### src/rtl/ebc_pkg.sv
// Purpose: constants and types for the external bus control block
// Assumes: one 125 MHz clock, AXI4-Lite register access
// Notes:   all widths fixed; state lives in one packed struct
package ebc_pkg;

  // ----------------------------------------
  // Register map (byte addresses)
  // ----------------------------------------
  localparam logic [7:0] REG_CTRL   = 8'h00;
  localparam logic [7:0] REG_AUX    = 8'h04;
  localparam logic [7:0] REG_STATUS = 8'h08;
  localparam logic [7:0] REG_START  = 8'h0C;

  // Control register fields
  localparam int CTRL_SOD_BIT   = 0;
  localparam int CTRL_LATCH_BIT = 1;
  localparam int CTRL_DIR_BIT   = 2;
  localparam int CTRL_STBY_BIT  = 3;
  localparam int CTRL_WAIT_BIT  = 4;

  // Auxiliary port register fields
  localparam int AUX_LATCH_LSB = 0;
  localparam int AUX_DIR_LSB   = 4;

  // ----------------------------------------
  // Fixed addresses and answers
  // ----------------------------------------
  localparam logic [23:0] VEC_ADDR      = 24'h00FFFE;
  localparam logic [23:0] AUX_DATA_ADDR = 24'h00000A;
  localparam logic [23:0] AUX_DIR_ADDR  = 24'h00000C;
  localparam logic [7:0]  START_BANK    = 8'h00;
  localparam logic [1:0]  RESP_OKAY     = 2'h0;
  localparam logic [1:0]  RESP_SLVERR   = 2'h2;

  typedef enum logic [2:0] {
    ST_IDLE, ST_ADDR, ST_DATA, ST_HOLD_ENTER, ST_HOLD, ST_HOLD_EXIT
  } ebc_bus_state_type;

  typedef struct packed {
    ebc_bus_state_type st;
    logic        strap_done, eval, vec_done, phi, clk1;
    logic        grant_n, float_bus, waited, second;
    logic        rsp_valid, start_valid;
    logic [23:0] acc_addr;
    logic        acc_write, acc_word, acc_internal, acc_vec;
    logic [15:0] acc_wdata, rdata;
    logic [23:0] start_addr;
    logic        sod, clk_latch, clk_dir, stby_sel, wait_bit;
    logic [3:0]  aux_latch, aux_dir;
    logic        strobe_n, rw, ube_n;
    logic        mid_oe, lo_oe;
    logic [7:0]  a_lo, mid_o, lo_o;
    logic        clk_pin, clk_pin_oe;
    logic [3:0]  aux_o, aux_oe;
    logic        aw_got, w_got, bvalid, rvalid;
    logic [7:0]  awaddr;
    logic [31:0] wdata, rdata_axi;
    logic [3:0]  wstrb;
    logic [1:0]  bresp, rresp;
  } ebc_regs_type;

  localparam ebc_regs_type RESET_STATE = '{st: ST_IDLE, grant_n: 1'b1, strobe_n: 1'b1,
                                           rw: 1'b1, ube_n: 1'b1, default: '0};

endpackage

### src/rtl/ebc_bus_ctrl.sv
// Purpose: external bus control: hold, ready stretch, strobe, clock pin, debug outputs
// Assumes: all inputs synchronous to clk; internal clock runs at half of clk
// Notes:   bus terms advance on the falling edge of the internal clock
//
// Our own choices: register access over AXI4-Lite and the address map.
`timescale 1ns/1ps
`default_nettype none

// Operation
// RQ1: Hold taken at internal clock fall, bus idle
// RQ2: Hold grant output driven low on hold
// RQ3: Bus pins float one cycle after grant
// RQ4: Bus pins driven one cycle after release
// RQ5: Low ready halts internal clock at low
// RQ6: Clock output keeps toggling despite ready
// RQ7: Port latch replaces clock when disabled
// RQ8: Disable bit hides strobe on internal accesses
// RQ9: Standby strobe level follows disable bit
// RQ10: Evaluation high lane: address, odd data
// RQ11: Evaluation low lane follows width pin
// RQ12: External data ignored on internal reads
// RQ13: Evaluation auxiliary port: 16-bit, internal timing
// RQ14: Evaluation mode always outputs the clock
// RQ15: Evaluation mode remaps auxiliary port bits
// RQ16: Width flag shows index or data flag
// RQ17: Queue flush output marks queue clear
// RQ18: Valid data address on buffer access, opcode
// RQ19: Valid program address on code fetch
// RQ20: Reset ends when reset input rises
// RQ21: Start address from vector, bank zero
// RQ22: Strobe low only in data terms; the code also drives it low in standby outside accesses (RQ9)
// RQ23: Grant released only after request drops
module ebc_bus_ctrl (
  input  wire logic        clk,
  input  wire logic        rstn,
  input  wire logic [7:0]  s_axi_awaddr,
  input  wire logic        s_axi_awvalid,
  output logic             s_axi_awready,
  input  wire logic [31:0] s_axi_wdata,
  input  wire logic [3:0]  s_axi_wstrb,
  input  wire logic        s_axi_wvalid,
  output logic             s_axi_wready,
  output logic [1:0]       s_axi_bresp,
  output logic             s_axi_bvalid,
  input  wire logic        s_axi_bready,
  input  wire logic [7:0]  s_axi_araddr,
  input  wire logic        s_axi_arvalid,
  output logic             s_axi_arready,
  output logic [31:0]      s_axi_rdata,
  output logic [1:0]       s_axi_rresp,
  output logic             s_axi_rvalid,
  input  wire logic        s_axi_rready,
  input  wire logic        mode_select_pin,
  input  wire logic        byte_width_pin,
  input  wire logic        hold_req_n,
  input  wire logic        ready_n,
  output logic             hold_grant_n,
  output logic             bus_strobe_n,
  output logic             rw_out,
  output logic             upper_byte_enable_n,
  output logic             ctrl_pins_oe,
  output logic [7:0]       addr_low_out,
  input  wire logic [7:0]  mid_lane_in,
  output logic [7:0]       mid_lane_out,
  output logic             mid_lane_oe,
  input  wire logic [7:0]  low_address_data_lane_in,
  output logic [7:0]       low_address_data_lane_out,
  output logic             low_address_data_lane_oe,
  output logic             clock_out_pin,
  output logic             clock_out_oe,
  output logic [3:0]       auxiliary_port_out,
  output logic [3:0]       auxiliary_port_oe,
  input  wire logic        debug_control_in,
  output logic             phi_fall,
  input  wire logic        req_valid,
  output logic             req_ready,
  input  wire logic [23:0] req_addr,
  input  wire logic        req_write,
  input  wire logic        req_word,
  input  wire logic        req_internal,
  input  wire logic [15:0] req_wdata,
  input  wire logic [15:0] internal_rdata,
  output logic             rsp_valid,
  output logic [15:0]      rsp_rdata,
  output logic             start_valid,
  output logic [23:0]      start_addr,
  input  wire logic        wait_instruction,
  input  wire logic        stop_instruction,
  input  wire logic        cpu_m_flag,
  input  wire logic        cpu_x_flag,
  input  wire logic        cpu_x_in_use,
  input  wire logic        cpu_queue_flush,
  input  wire logic        cpu_data_buf_access,
  input  wire logic        cpu_opcode_fetch,
  input  wire logic        cpu_program_fetch
);

  ebc_pkg::ebc_regs_type s_q;
  ebc_pkg::ebc_regs_type s_d;
  logic        wide;
  logic        show;
  logic        dterm;
  logic        in_acc;
  logic        standby;
  logic        aux_eval;
  logic [15:0] din;
  logic [15:0] nrd;
  logic [31:0] rd_word;
  logic [1:0]  rd_resp;

  // ----------------------------------------
  // Handshakes and registered outputs
  // ----------------------------------------
  // Hold has priority over a new request at the same fall
  assign req_ready     = (s_q.st == ebc_pkg::ST_IDLE) && s_q.phi && hold_req_n && s_q.vec_done;
  assign phi_fall      = s_q.phi;
  assign s_axi_awready = !s_q.aw_got && !s_q.bvalid;
  assign s_axi_wready  = !s_q.w_got && !s_q.bvalid;
  assign s_axi_arready = !s_q.rvalid;
  assign s_axi_bvalid  = s_q.bvalid;
  assign s_axi_bresp   = s_q.bresp;
  assign s_axi_rvalid  = s_q.rvalid;
  assign s_axi_rdata   = s_q.rdata_axi;
  assign s_axi_rresp   = s_q.rresp;
  assign hold_grant_n        = s_q.grant_n;
  assign bus_strobe_n        = s_q.strobe_n;
  assign rw_out              = s_q.rw;
  assign upper_byte_enable_n = s_q.ube_n;
  assign ctrl_pins_oe        = !s_q.float_bus;
  assign addr_low_out        = s_q.a_lo;
  assign mid_lane_out        = s_q.mid_o;
  assign mid_lane_oe         = s_q.mid_oe;
  assign low_address_data_lane_out = s_q.lo_o;
  assign low_address_data_lane_oe  = s_q.lo_oe;
  assign clock_out_pin       = s_q.clk_pin;
  assign clock_out_oe        = s_q.clk_pin_oe;
  assign auxiliary_port_out  = s_q.aux_o;
  assign auxiliary_port_oe   = s_q.aux_oe;
  assign rsp_valid           = s_q.rsp_valid;
  assign rsp_rdata           = s_q.rdata;
  assign start_valid         = s_q.start_valid;
  assign start_addr          = s_q.start_addr;

  always_comb begin
    s_d      = s_q;
    wide     = 1'b0;
    show     = 1'b0;
    dterm    = 1'b0;
    in_acc   = 1'b0;
    standby  = wait_instruction || stop_instruction;
    aux_eval = 1'b0;
    din      = 16'h0000;
    nrd      = s_q.rdata;
    rd_word  = 32'h0000_0000;
    rd_resp  = ebc_pkg::RESP_OKAY;
    s_d.rsp_valid   = 1'b0;
    s_d.start_valid = 1'b0;

    // ----------------------------------------
    // Strap and clocks
    // ----------------------------------------
    // Mode pin caught once, first cycle after reset release
    if (!s_q.strap_done) begin
      s_d.strap_done = 1'b1;
      s_d.eval       = mode_select_pin;
    end
    s_d.clk1 = !s_q.clk1; // RQ6
    s_d.phi  = !s_q.phi && ready_n; // RQ5

    // ----------------------------------------
    // Bus engine, one step per internal clock fall
    // ----------------------------------------
    wide = s_q.acc_internal || !byte_width_pin;
    if (s_q.phi) begin
      case (s_q.st)
        ebc_pkg::ST_IDLE: begin
          if (!hold_req_n) begin
            s_d.grant_n = 1'b0; // RQ1
            s_d.st      = ebc_pkg::ST_HOLD_ENTER; // RQ2
          end else if (s_q.strap_done && !s_q.vec_done) begin
            // Reset vector read, started once after reset release
            s_d.acc_addr     = ebc_pkg::VEC_ADDR; // RQ20
            s_d.acc_write    = 1'b0;
            s_d.acc_word     = 1'b1;
            s_d.acc_internal = 1'b0;
            s_d.acc_vec      = 1'b1;
            s_d.second       = 1'b0;
            s_d.waited       = 1'b0;
            s_d.st           = ebc_pkg::ST_ADDR;
          end else if (req_valid) begin
            aux_eval = s_q.eval && (req_addr == ebc_pkg::AUX_DATA_ADDR ||
                                    req_addr == ebc_pkg::AUX_DIR_ADDR);
            s_d.acc_addr     = req_word ? {req_addr[23:1], 1'b0} : req_addr;
            s_d.acc_write    = req_write;
            s_d.acc_word     = req_word;
            s_d.acc_internal = req_internal || aux_eval; // RQ13
            s_d.acc_wdata    = req_wdata;
            s_d.acc_vec      = 1'b0;
            s_d.second       = 1'b0;
            s_d.waited       = 1'b0;
            s_d.st           = ebc_pkg::ST_ADDR;
          end
        end
        ebc_pkg::ST_ADDR: begin
          s_d.st = ebc_pkg::ST_DATA;
        end
        ebc_pkg::ST_DATA: begin
          if (!s_q.acc_internal && !s_q.wait_bit && !s_q.waited) begin
            s_d.waited = 1'b1;
          end else begin
            // Internal reads never look at the lanes
            if (s_q.acc_internal) begin
              din = internal_rdata; // RQ12
            end else if (wide) begin
              din = {mid_lane_in, low_address_data_lane_in};
            end else begin
              din = {low_address_data_lane_in, low_address_data_lane_in};
            end
            if (s_q.acc_word && wide) begin
              nrd = din;
            end else if (s_q.acc_addr[0]) begin
              nrd[15:8] = din[15:8];
            end else begin
              nrd[7:0] = din[7:0];
            end
            if (!s_q.acc_write) begin
              s_d.rdata = nrd;
            end
            if (s_q.acc_word && !wide && !s_q.second) begin
              // Narrow bus: word done as even byte, then odd byte
              s_d.second   = 1'b1;
              s_d.waited   = 1'b0;
              s_d.acc_addr = {s_q.acc_addr[23:1], 1'b1};
              s_d.st       = ebc_pkg::ST_ADDR;
            end else begin
              s_d.st = ebc_pkg::ST_IDLE;
              if (s_q.acc_vec) begin
                s_d.start_addr  = {ebc_pkg::START_BANK, nrd[15:8], nrd[7:0]}; // RQ21
                s_d.vec_done    = 1'b1;
                s_d.start_valid = 1'b1;
              end else begin
                s_d.rsp_valid = 1'b1;
              end
            end
          end
        end
        ebc_pkg::ST_HOLD_ENTER: begin
          s_d.float_bus = 1'b1; // RQ3
          s_d.st        = ebc_pkg::ST_HOLD;
        end
        ebc_pkg::ST_HOLD: begin
          if (hold_req_n) begin
            s_d.grant_n = 1'b1; // RQ23
            s_d.st      = ebc_pkg::ST_HOLD_EXIT;
          end
        end
        ebc_pkg::ST_HOLD_EXIT: begin
          s_d.float_bus = 1'b0; // RQ4
          s_d.st        = ebc_pkg::ST_IDLE;
        end
        default: begin
          s_d.st = ebc_pkg::ST_IDLE;
        end
      endcase
    end

    // ----------------------------------------
    // Register slave
    // ----------------------------------------
    if (s_axi_awvalid && s_axi_awready) begin
      s_d.aw_got = 1'b1;
      s_d.awaddr = s_axi_awaddr;
    end
    if (s_axi_wvalid && s_axi_wready) begin
      s_d.w_got = 1'b1;
      s_d.wdata = s_axi_wdata;
      s_d.wstrb = s_axi_wstrb;
    end
    if (s_q.aw_got && s_q.w_got && !s_q.bvalid) begin
      s_d.aw_got = 1'b0;
      s_d.w_got  = 1'b0;
      s_d.bvalid = 1'b1;
      s_d.bresp  = ebc_pkg::RESP_OKAY;
      case (s_q.awaddr)
        ebc_pkg::REG_CTRL: begin
          if (s_q.wstrb[0]) begin
            s_d.sod       = s_q.wdata[ebc_pkg::CTRL_SOD_BIT];
            s_d.clk_latch = s_q.wdata[ebc_pkg::CTRL_LATCH_BIT];
            s_d.clk_dir   = s_q.wdata[ebc_pkg::CTRL_DIR_BIT];
            s_d.stby_sel  = s_q.wdata[ebc_pkg::CTRL_STBY_BIT];
            s_d.wait_bit  = s_q.wdata[ebc_pkg::CTRL_WAIT_BIT];
          end
        end
        ebc_pkg::REG_AUX: begin
          if (s_q.wstrb[0]) begin
            s_d.aux_latch = s_q.wdata[ebc_pkg::AUX_LATCH_LSB +: 4];
            s_d.aux_dir   = s_q.wdata[ebc_pkg::AUX_DIR_LSB +: 4];
          end
        end
        ebc_pkg::REG_STATUS, ebc_pkg::REG_START: begin
          s_d.bresp = ebc_pkg::RESP_OKAY;
        end
        default: begin
          s_d.bresp = ebc_pkg::RESP_SLVERR;
        end
      endcase
    end
    if (s_q.bvalid && s_axi_bready) begin
      s_d.bvalid = 1'b0;
    end
    case (s_axi_araddr)
      ebc_pkg::REG_CTRL: begin
        rd_word[4:0] = {s_q.wait_bit, s_q.stby_sel, s_q.clk_dir, s_q.clk_latch, s_q.sod};
      end
      ebc_pkg::REG_AUX: begin
        rd_word[7:0] = {s_q.aux_dir, s_q.aux_latch};
      end
      ebc_pkg::REG_STATUS: begin
        rd_word[7:0] = {byte_width_pin, standby, s_q.vec_done, debug_control_in,
                        ready_n, s_q.float_bus, !s_q.grant_n, s_q.eval};
      end
      ebc_pkg::REG_START: begin
        rd_word[23:0] = s_q.start_addr;
      end
      default: begin
        rd_resp = ebc_pkg::RESP_SLVERR;
      end
    endcase
    if (s_axi_arvalid && s_axi_arready) begin
      s_d.rvalid    = 1'b1;
      s_d.rdata_axi = rd_word;
      s_d.rresp     = rd_resp;
    end
    if (s_q.rvalid && s_axi_rready) begin
      s_d.rvalid = 1'b0;
    end

    // ----------------------------------------
    // Pin values from the next state
    // ----------------------------------------
    in_acc = (s_d.st == ebc_pkg::ST_ADDR) || (s_d.st == ebc_pkg::ST_DATA);
    dterm  = (s_d.st == ebc_pkg::ST_DATA);
    wide   = s_d.acc_internal || !byte_width_pin;
    show   = !(s_d.acc_internal && s_d.sod && !s_d.eval); // RQ8
    if (in_acc) begin
      s_d.strobe_n = !(dterm && show); // RQ22
    end else begin
      s_d.strobe_n = !(standby && s_d.sod && s_d.stby_sel && !s_d.eval); // RQ9
    end
    s_d.rw    = !(in_acc && s_d.acc_write);
    s_d.ube_n = !(in_acc && (s_d.acc_addr[0] || (s_d.acc_word && wide)));
    s_d.a_lo  = s_d.acc_addr[7:0];
    // High lane: data only on 16-bit or evaluation odd bytes
    if (dterm && s_d.acc_write && (wide || (s_d.eval && s_d.acc_addr[0]))) begin
      s_d.mid_o = s_d.acc_wdata[15:8]; // RQ10
    end else begin
      s_d.mid_o = s_d.acc_addr[15:8];
    end
    s_d.mid_oe = !s_d.float_bus && !(dterm && !s_d.acc_write && (wide || s_d.eval));
    if (dterm && s_d.acc_write) begin
      s_d.lo_o = (!wide && s_d.acc_addr[0]) ? s_d.acc_wdata[15:8] : s_d.acc_wdata[7:0]; // RQ11
    end else begin
      s_d.lo_o = s_d.acc_addr[23:16];
    end
    s_d.lo_oe = !s_d.float_bus && !(dterm && !s_d.acc_write);
    if (!s_d.eval && s_d.sod && s_d.clk_dir) begin
      s_d.clk_pin = s_d.clk_latch; // RQ7
    end else begin
      s_d.clk_pin = s_d.clk1; // RQ14
    end
    s_d.clk_pin_oe = s_d.eval || !s_d.sod || s_d.clk_dir;
    if (s_d.eval) begin
      s_d.aux_o  = {cpu_program_fetch, // RQ19
                    cpu_data_buf_access || cpu_opcode_fetch, // RQ18
                    cpu_queue_flush, // RQ17
                    cpu_x_in_use ? cpu_x_flag : cpu_m_flag}; // RQ16
      s_d.aux_oe = 4'hF; // RQ15
    end else begin
      s_d.aux_o  = s_d.aux_latch;
      s_d.aux_oe = s_d.aux_dir;
    end
  end

  // Reset is synchronous; the engine waits for its release
  always_ff @(posedge clk) begin
    if (!rstn) begin
      s_q <= ebc_pkg::RESET_STATE; // RQ20
    end else begin
      s_q <= s_d;
    end
  end
endmodule // ebc_bus_ctrl

`default_nettype wire

### config.mk
export PLATFORM = sky130hd
export DESIGN_NAME = ebc_bus_ctrl
export DESIGN_NICKNAME = d
export VERILOG_FILES = /design/src/rtl/ebc_pkg.sv /design/src/rtl/ebc_bus_ctrl.sv
export SDC_FILE = /design/constraint.sdc
export NUM_CORES = 1
export LEC_CHECK = 0
export ABC_AREA = 0
export BUFFER_PORTS_ARGS = -buffer_cell sky130_fd_sc_hd__buf_2
export CORE_MARGIN = 2
export CORE_UTILIZATION = 52
export CTS_BUF_LIST = sky130_fd_sc_hd__clkbuf_8
export DETAILED_ROUTE_END_ITERATION = 8
export GPL_TIMING_DRIVEN = 0
export PLACE_DENSITY = 0.86
export SYNTH_ARGS = -nofsm -noshare
export SYNTH_HDL_FRONTEND = slang
export SYNTH_SLANG_ARGS = --single-unit
### constraint.sdc
create_clock -name clk -period 3 [get_ports clk]
set_input_delay 0.6 -clock clk [delete_from_list [all_inputs] [get_ports clk]]
set_output_delay 0.6 -clock clk [all_outputs]
set_load 0.02 [all_outputs]
==> impl_metrics.env, run 1 <==
export IMPL_status="finished clean"
export IMPL_num_antenna_cells=0
export IMPL_p_leak_nw=4.370
export IMPL_hp_class="input port to flop"
export IMPL_maxSlewViolCount=0
export IMPL_fp_row_count=44
export IMPL_worstMarginPinSlew_ns=0.9539
export IMPL_power_frac_seq=0.519
export IMPL_mostFrequentLayoutCells="224 x buf_2, 173 x dfxtp_1, 127 x nand2_1, 109 x buf_4, 87 x nor2_1"
export IMPL_drive_above_1_share=0.3411
export IMPL_clk_path_buf_depth=2
export IMPL_synth_enable_flop_cells=0
export IMPL_cts_setup_buffers=0
export IMPL_area_growth_pct=23.55
export IMPL_synth_area_um2=7825
export IMPL_required_ns=3.37
export IMPL_detail_route_wl_per_cell_um=16.68
export IMPL_clock_latency_ns=0.46
export IMPL_worst_slack_ns=0.2321
export IMPL_postSynthAreaPerCell_um2=8.822
export IMPL_synthDistinctLibCells=57
export IMPL_antenna_found_initial=0
export IMPL_worstPathMaxFanout=10
export IMPL_h_tree_depth=4
export IMPL_placed_cell_area_um2=9250
export IMPL_ioPinCount=275
export IMPL_cap_viol_max_count=0
export IMPL_drtPass1Iterations=5
export IMPL_pwr_share_clk=0.363
export IMPL_dieArea_um2=16050
export IMPL_p_sw_frac=0.2648
export IMPL_start_util=0.5343
export IMPL_yosysSeqAreaShare=0.4426
export IMPL_finClkSkew_ns=0.01357
export IMPL_synth_top_area_frac=0.4426
export IMPL_synthCells=887
export IMPL_finalCritPeriodShare=0.9226
export IMPL_drt_total_wl_mm=22.48
export IMPL_min_period_ns=2.768
export IMPL_port_buffers=220
export IMPL_fin_cells=1348
export IMPL_ys_top_cells_by_area="dfxtp_1 44%, buf_4 10%, mux2i_1 6.1%, nand2_1 6.1%, a21oi_1 5.3%"
export IMPL_setup_tns_ns=0
export IMPL_peakVddDrop_uv=284.0
export IMPL_synth_top_cell_by_area="dfxtp_1"
export IMPL_detail_route_antenna_nets=0
export IMPL_ys_warn_count=0
export IMPL_final_setup_viol_count=0
export IMPL_core_um2=14640
export IMPL_endpoint_kind="flop"
export IMPL_finalHoldViolations=0
export IMPL_relSlewSlack=0.3459
export IMPL_drtIter0Drc=560
export IMPL_viasPerCell=5.432
export IMPL_drc=0
export IMPL_n_fill_cell=1225
export IMPL_cts_hold_buf=0
export IMPL_powerDensity_nw_per_um2=476.7
export IMPL_dp_slack_ns=0.1137
export IMPL_grt_max_degree=17
export IMPL_cts_made_buffers=17
export IMPL_die_y_um=126.7
export IMPL_fin_util=0.6602
export IMPL_place_congestion=0.9004
export IMPL_layout_commonest_cell="buf_2"
export IMPL_ys_flop_type="dfxtp_1"
export IMPL_cts_sinks=173
export IMPL_cts_resized=0
export IMPL_arrival_ns=3.14
export IMPL_synth_async_reset_ratio=0
export IMPL_cp_start_kind="flop"
export IMPL_grt_pass1_wl_mm=34.41
export IMPL_grt_setup_unrepaired="no"
export IMPL_grt_overflow=0
export IMPL_vias=7323
export IMPL_clkSlewWorstSetupHoldPaths_ns=0.09
export IMPL_fin_area_um2=9668
export IMPL_hpwl_mm=16.97
export IMPL_crit_type="flop to flop"
export IMPL_clock_fmax_mhz=361.3
export IMPL_die_w_um=126.7
export IMPL_synth_seq_cells=173
export IMPL_root_buffer="clkbuf_8"
export IMPL_cts_tree="done"
export IMPL_fin_nets=1300
export IMPL_p_sw_mw=1.220
export IMPL_dp_cells=1316
export IMPL_p_comb_frac=0.118
export IMPL_grt_total_usage=0.2733
export IMPL_first_global_vias=6807
export IMPL_p_int_mw=3.388
logic make-up after synthesis:
| kind of cell | synth area share |
|---|---|
| XOR/XNOR | 0.002239 |
| flip-flops | 0.4426 |
| other | 0.0004792 |
| multiplexers | 0.09162 |
| buffers and inverters | 0.1340 |
| AND/OR/NAND/NOR | 0.1605 |
| AO/OA/AOI/OAI | 0.1685 |
power by group through the flow:
stage | clock [mW] | combinational, mW | sequential (mW)
global route | 1.79 | 0.589 | 2.40
global placement | 0 | 0.530 | 2.44
finish | 1.67 | 0.546 | 2.39
detailed placement | 0 | 0.537 | 2.44
CTS | 1.69 | 0.540 | 2.39
floorplan | 0 | 0.328 | 2.44
per-stage QoR:
stage          hold WS, ns  total power, mW
4_1_cts             0.3511            4.616
3_3_place_gp        0.4019            2.972
3_5_place_dp        0.4001            2.981
5_1_grt             0.3435            4.774
2_1_floorplan       0.3845            2.773
6_report            0.3721            4.608
final cells by class:
type | count | area [µm²] | share of cell area
clock inverter | 12 | 137.6 | 0.01424
timing repair buffer | 220 | 1101 | 0.1139
buffer | 159 | 1011 | 0.1046
tap | 184 | 230.2 | 0.02381
multi-input combinational | 570 | 3412 | 0.3529
sequential | 173 | 3463 | 0.3582
inverter | 10 | 37.54 | 0.003882
clock buffer | 20 | 275.3 | 0.02847
registers in the layout, indices dropped and copies added (netlist names), 4 cells and up:
| register | count |
|---|---|
| low_address_data_lane_out | 8 |
| rsp_rdata | 16 |
| start_addr | 16 |
| auxiliary_port_out | 4 |
| s_axi_rdata | 16 |
| mid_lane_out | 8 |
| s_q | 86 |
| auxiliary_port_oe | 4 |
final timing paths:
kind	startpoint	to	slack [ns]	cells past startpoint
max	s_q[193]	low_address_data_lane_out[0]	0.23	8
min	s_axi_awaddr[7]	s_q[79]	0.37	3
max reg2reg	s_q[193]	low_address_data_lane_out[0]	0.23	8
min reg2reg	s_q[226]	s_q[226]	0.41	1
cells in the mapped netlist (all sizes together), types with 2 or more instances:
cell    count
a211oi     23
a21oi      83
a22oi      26
a31oi       4
and2        5
and3        4
buf       118
clkbuf     41
clkinv      2
dfxtp     173
inv         8
mux2       11
mux2i      48
mux4        5
nand2     127
nand2b     10
nand3       6
nand4       3
nor2       87
nor2b       6
nor3        8
nor3b       4
nor4        7
nor4b       3
o211ai      5
o21ai      27
o221a      16
o221ai      2
o22ai       4
or3         3
layer usage:
metal	GRT usage	wire length (µm)	vias up
met5	0	0	-
met2	0.4693	10800	403
met1	0.3395	9197	3395
met3	0.06031	1943	39
met4	0.09890	541	0
li1	-	-	3486
critical path: stages, from the launching register on:
cell      delay, ns
dfxtp_1        0.32
clkbuf_1       0.33
or3_1          0.48
o211ai_1       0.21
o21ai_0        0.13
o22ai_1        0.47
clkbuf_1       0.43
a21oi_1        0.14
a21oi_1        0.18
Note: power is estimated with default switching activity, not from simulation.
==> inputs of run 2 (changes only) <==
ABC_AREA = 1   (was 0)
CAP_MARGIN = 0   (was default)
CORE_UTILIZATION = 53   (was 52)
CTS_CLUSTER_DIAMETER = 60   (was default)
==> run 2 against run 1 <==
Net effect: clock power up 13%; critical path type is now flop to output pin; sequential share of layout area down 2.1 points; synthesized cell count up 26%; non-clock buffer count down 7; largest power group unchanged; global-route usage up 1.1 points.
==> impl_metrics.env, run 2 <==
export IMPL_status="finished clean"
export IMPL_synth_top_cell_by_area="dfxtp_1"
export IMPL_synth_async_reset_ratio=0
export IMPL_first_global_vias=7329
export IMPL_setup_tns_ns=0
export IMPL_cts_sinks=173
export IMPL_min_delay_path_depth=2
export IMPL_hp_class="input port to flop"
export IMPL_cts_resized=0
export IMPL_start_util=0.5462
export IMPL_clock_latency_ns=0.48
export IMPL_synth_area_um2=8334
export IMPL_synth_seq_cells=173
export IMPL_synth_compound_area_frac=0.1566
export IMPL_grt_total_usage=0.2848
export IMPL_detail_route_antenna_nets=0
export IMPL_vias=8280
export IMPL_cp_depth=4
export IMPL_detail_route_wl_per_cell_um=14.98
export IMPL_synth_simple_gate_area_frac=0.2426
export IMPL_fin_nets=1535
export IMPL_path_buf_inv=2
export IMPL_synthCells=1121
export IMPL_cts_setup_buffers=0
export IMPL_port_buffers=221
export IMPL_maxSlewViolCount=0
export IMPL_p_leak_nw=5.150
export IMPL_grt_overflow=0
export IMPL_root_buffer="clkbuf_8"
export IMPL_clk_path_buf_depth=2
export IMPL_antenna_found_initial=0
export IMPL_ys_warn_count=0
export IMPL_drc=0
export IMPL_grt_pass1_wl_mm=36.60
export IMPL_worstMarginPinSlew_ns=1.005
export IMPL_cap_viol_max_count=0
export IMPL_peakVddDrop_uv=291.9
export IMPL_multiInputGateArea_um2=3567
export IMPL_clkSlewWorstSetupHoldPaths_ns=0.08
export IMPL_yosys_top_cells_count="192 x nand2_1, 173 x dfxtp_1, 163 x nor2_1, 116 x o21ai_0, 110 x buf_4"
export IMPL_arrival_ns=1.87
export IMPL_dieArea_um2=16740
export IMPL_final_setup_viol_count=0
export IMPL_critPathSlowestCell="dfxtp_1"
export IMPL_required_ns=2.40
export IMPL_largest_reg_flops=86
export IMPL_synth_xor_area_frac=0
export IMPL_place_congestion=0.9362
export IMPL_synthAdderAreaFrac=0
export IMPL_relSlewSlack=0.3237
export IMPL_regArea_um2=3463
export IMPL_endpoint_kind="output pin"
export IMPL_die_w_um=129.4
export IMPL_h_tree_depth=4
export IMPL_reg2regPathDepth=13
export IMPL_yosysMostFrequentCell="nand2_1"
export IMPL_min_period_ns=2.466
export IMPL_path_delay_family="buffers and inverters"
export IMPL_synth_area_mux_share=0.01711
export IMPL_crit_type="flop to output pin"
export IMPL_drtPass1Iterations=5
export IMPL_core_um2=15260
export IMPL_viasPerCell=5.140
export IMPL_cts_made_buffers=17
export IMPL_finalCritPeriodShare=0.8218
export IMPL_synth_top_family_by_area="simple AND/OR/NAND/NOR gates"
export IMPL_synthDistinctLibCells=51
export IMPL_cts_hold_buf=0
export IMPL_drive_above_1_share=0.3031
export IMPL_ioPinCount=275
export IMPL_worstPathMaxFanout=10
export IMPL_ys_top_cells_by_area="dfxtp_1 42%, buf_4 9.9%, nand2_1 8.6%, nor2_1 7.3%, o21ai_0 7.0%"
export IMPL_synth_top_area_frac=0.4156
export IMPL_grt_max_degree=17
export IMPL_rrSetupSlack_ns=0.83
export IMPL_layout_commonest_cell="buf_2"
export IMPL_crit_start="phi_fall"
export IMPL_drt_total_wl_mm=24.13
export IMPL_mostFrequentLayoutCells="229 x buf_2, 192 x nand2_1, 173 x dfxtp_1, 163 x nor2_1, 116 x o21ai_0"
export IMPL_hpwl_mm=18.72
export IMPL_grt_setup_unrepaired="no"
export IMPL_clock_fmax_mhz=405.6
export IMPL_fin_util=0.6730
export IMPL_n_fill_cell=1349
export IMPL_regMostFlops="s_q"
export IMPL_finalHoldViolations=0
export IMPL_yosysSeqAreaShare=0.4156
export IMPL_drtIter0Drc=658
export IMPL_powerDensity_nw_per_um2=481.9
export IMPL_cpMostUsedCell="buf_2"
export IMPL_synth_enable_flop_cells=0
export IMPL_postSynthAreaPerCell_um2=7.435
export IMPL_area_growth_pct=23.21
export IMPL_rr_endpoint="low_address_data_lane_out[1]"
export IMPL_die_y_um=129.4
export IMPL_finClkSkew_ns=0.01498
export IMPL_crit_chain="buf_2 > nand2_1 > nor3_1 > buf_2"
export IMPL_cts_tree="done"
export IMPL_cp_start_kind="flop"
export IMPL_fp_row_count=45
export IMPL_worstSetupEndpoint="req_ready"
export IMPL_ys_flop_type="dfxtp_1"
export IMPL_max_stage_delay_ns=0.49
export IMPL_crit_reg2reg_launch="s_q[230]"
==> run 2: cell types whose count changed in the layout (fill, tap and decap cells not counted), sizes merged, moves of 24 or more <==
cell | previous run | this run
o21ai | 27 | 119
nor2 | 87 | 176
inv | 12 | 93
nand2 | 127 | 203
nand3 | 6 | 53
mux2i | 48 | 13
a22oi | 26 | 2
==> run 2: worst min-delay path by stage <==
stage / from / endpoint
finish: s_axi_bready / s_axi_bvalid
global route: s_axi_bready / s_axi_bvalid
CTS: s_axi_bready / s_axi_bvalid
detailed placement: s_q[226] / s_q[226]
global placement: s_q[226] / s_q[226]
floorplan: s_q[226] / s_q[226]
==> run 2: cell type report <==
type / instances / area share
Multi-Input combinational cell: 728 / 0.3474
Sequential cell: 173 / 0.3373
Timing Repair Buffer: 221 / 0.1077
Buffer: 151 / 0.1008
Inverter: 94 / 0.03534
Clock buffer: 20 / 0.02681
Tap cell: 211 / 0.02571
Clock inverter: 12 / 0.01876
Antenna cell: 1 / 0.0002437
==> run 2: layer usage <==
| layer | global-route usage | wire, µm | vias to the layer above |
|---|---|---|---|
| li1 | - | - | 4054 |
| met4 | 0.1106 | 765 | 0 |
| met5 | 0 | 0 | - |
| met3 | 0.06482 | 2160 | 68 |
| met2 | 0.4486 | 11020 | 425 |
| met1 | 0.3817 | 10180 | 3733 |
==> run 2: cell families after synthesis <==
| logic type | count (synthesis) |
|---|---|
| AOI/OAI and AO/OA | 233 |
| and+or+nand+nor | 456 |
| buffers and inverters | 245 |
| other | 1 |
| DFF | 173 |
| muxes | 13 |
==> run 2: report_power, final <==
part	leakage, nW	internal, mW	switching, mW	total, mW
sequential	1.41	2.37	0.0406	2.41
clock	0.230	1.05	0.835	1.88
combinational	3.51	0.244	0.409	0.653
==> run 2: per-stage QoR <==
stage	instances	power, mW	hold WS (ns)	instance area [µm²]	setup slack [ns]
2_1_floorplan	1146	2.877	0.3929	8428	1.049
3_3_place_gp	1578	3.096	0.4092	9798	0.5358
3_5_place_dp	1578	3.108	0.4111	9798	0.5152
4_1_cts	1610	4.947	0.2971	10270	0.5710
5_1_grt	1610	5.124	0.3050	10270	0.4499
6_report	1611	4.948	0.3086	10270	0.5345
==> run 2: worst register-to-register path, stage by stage, from the launching register on <==
cell and delay, ns:
dfxtp_1 0.40, inv_2 0.05, nor2_2 0.19, nor2_1 0.12, nor2_4 0.17, nand2_4 0.10, inv_4 0.14, nor2_4 0.06
inv_1 0.08, nand2_1 0.09, nor2_2 0.29, nand3_1 0.12, nand3_1 0.17, nand2_1 0.08
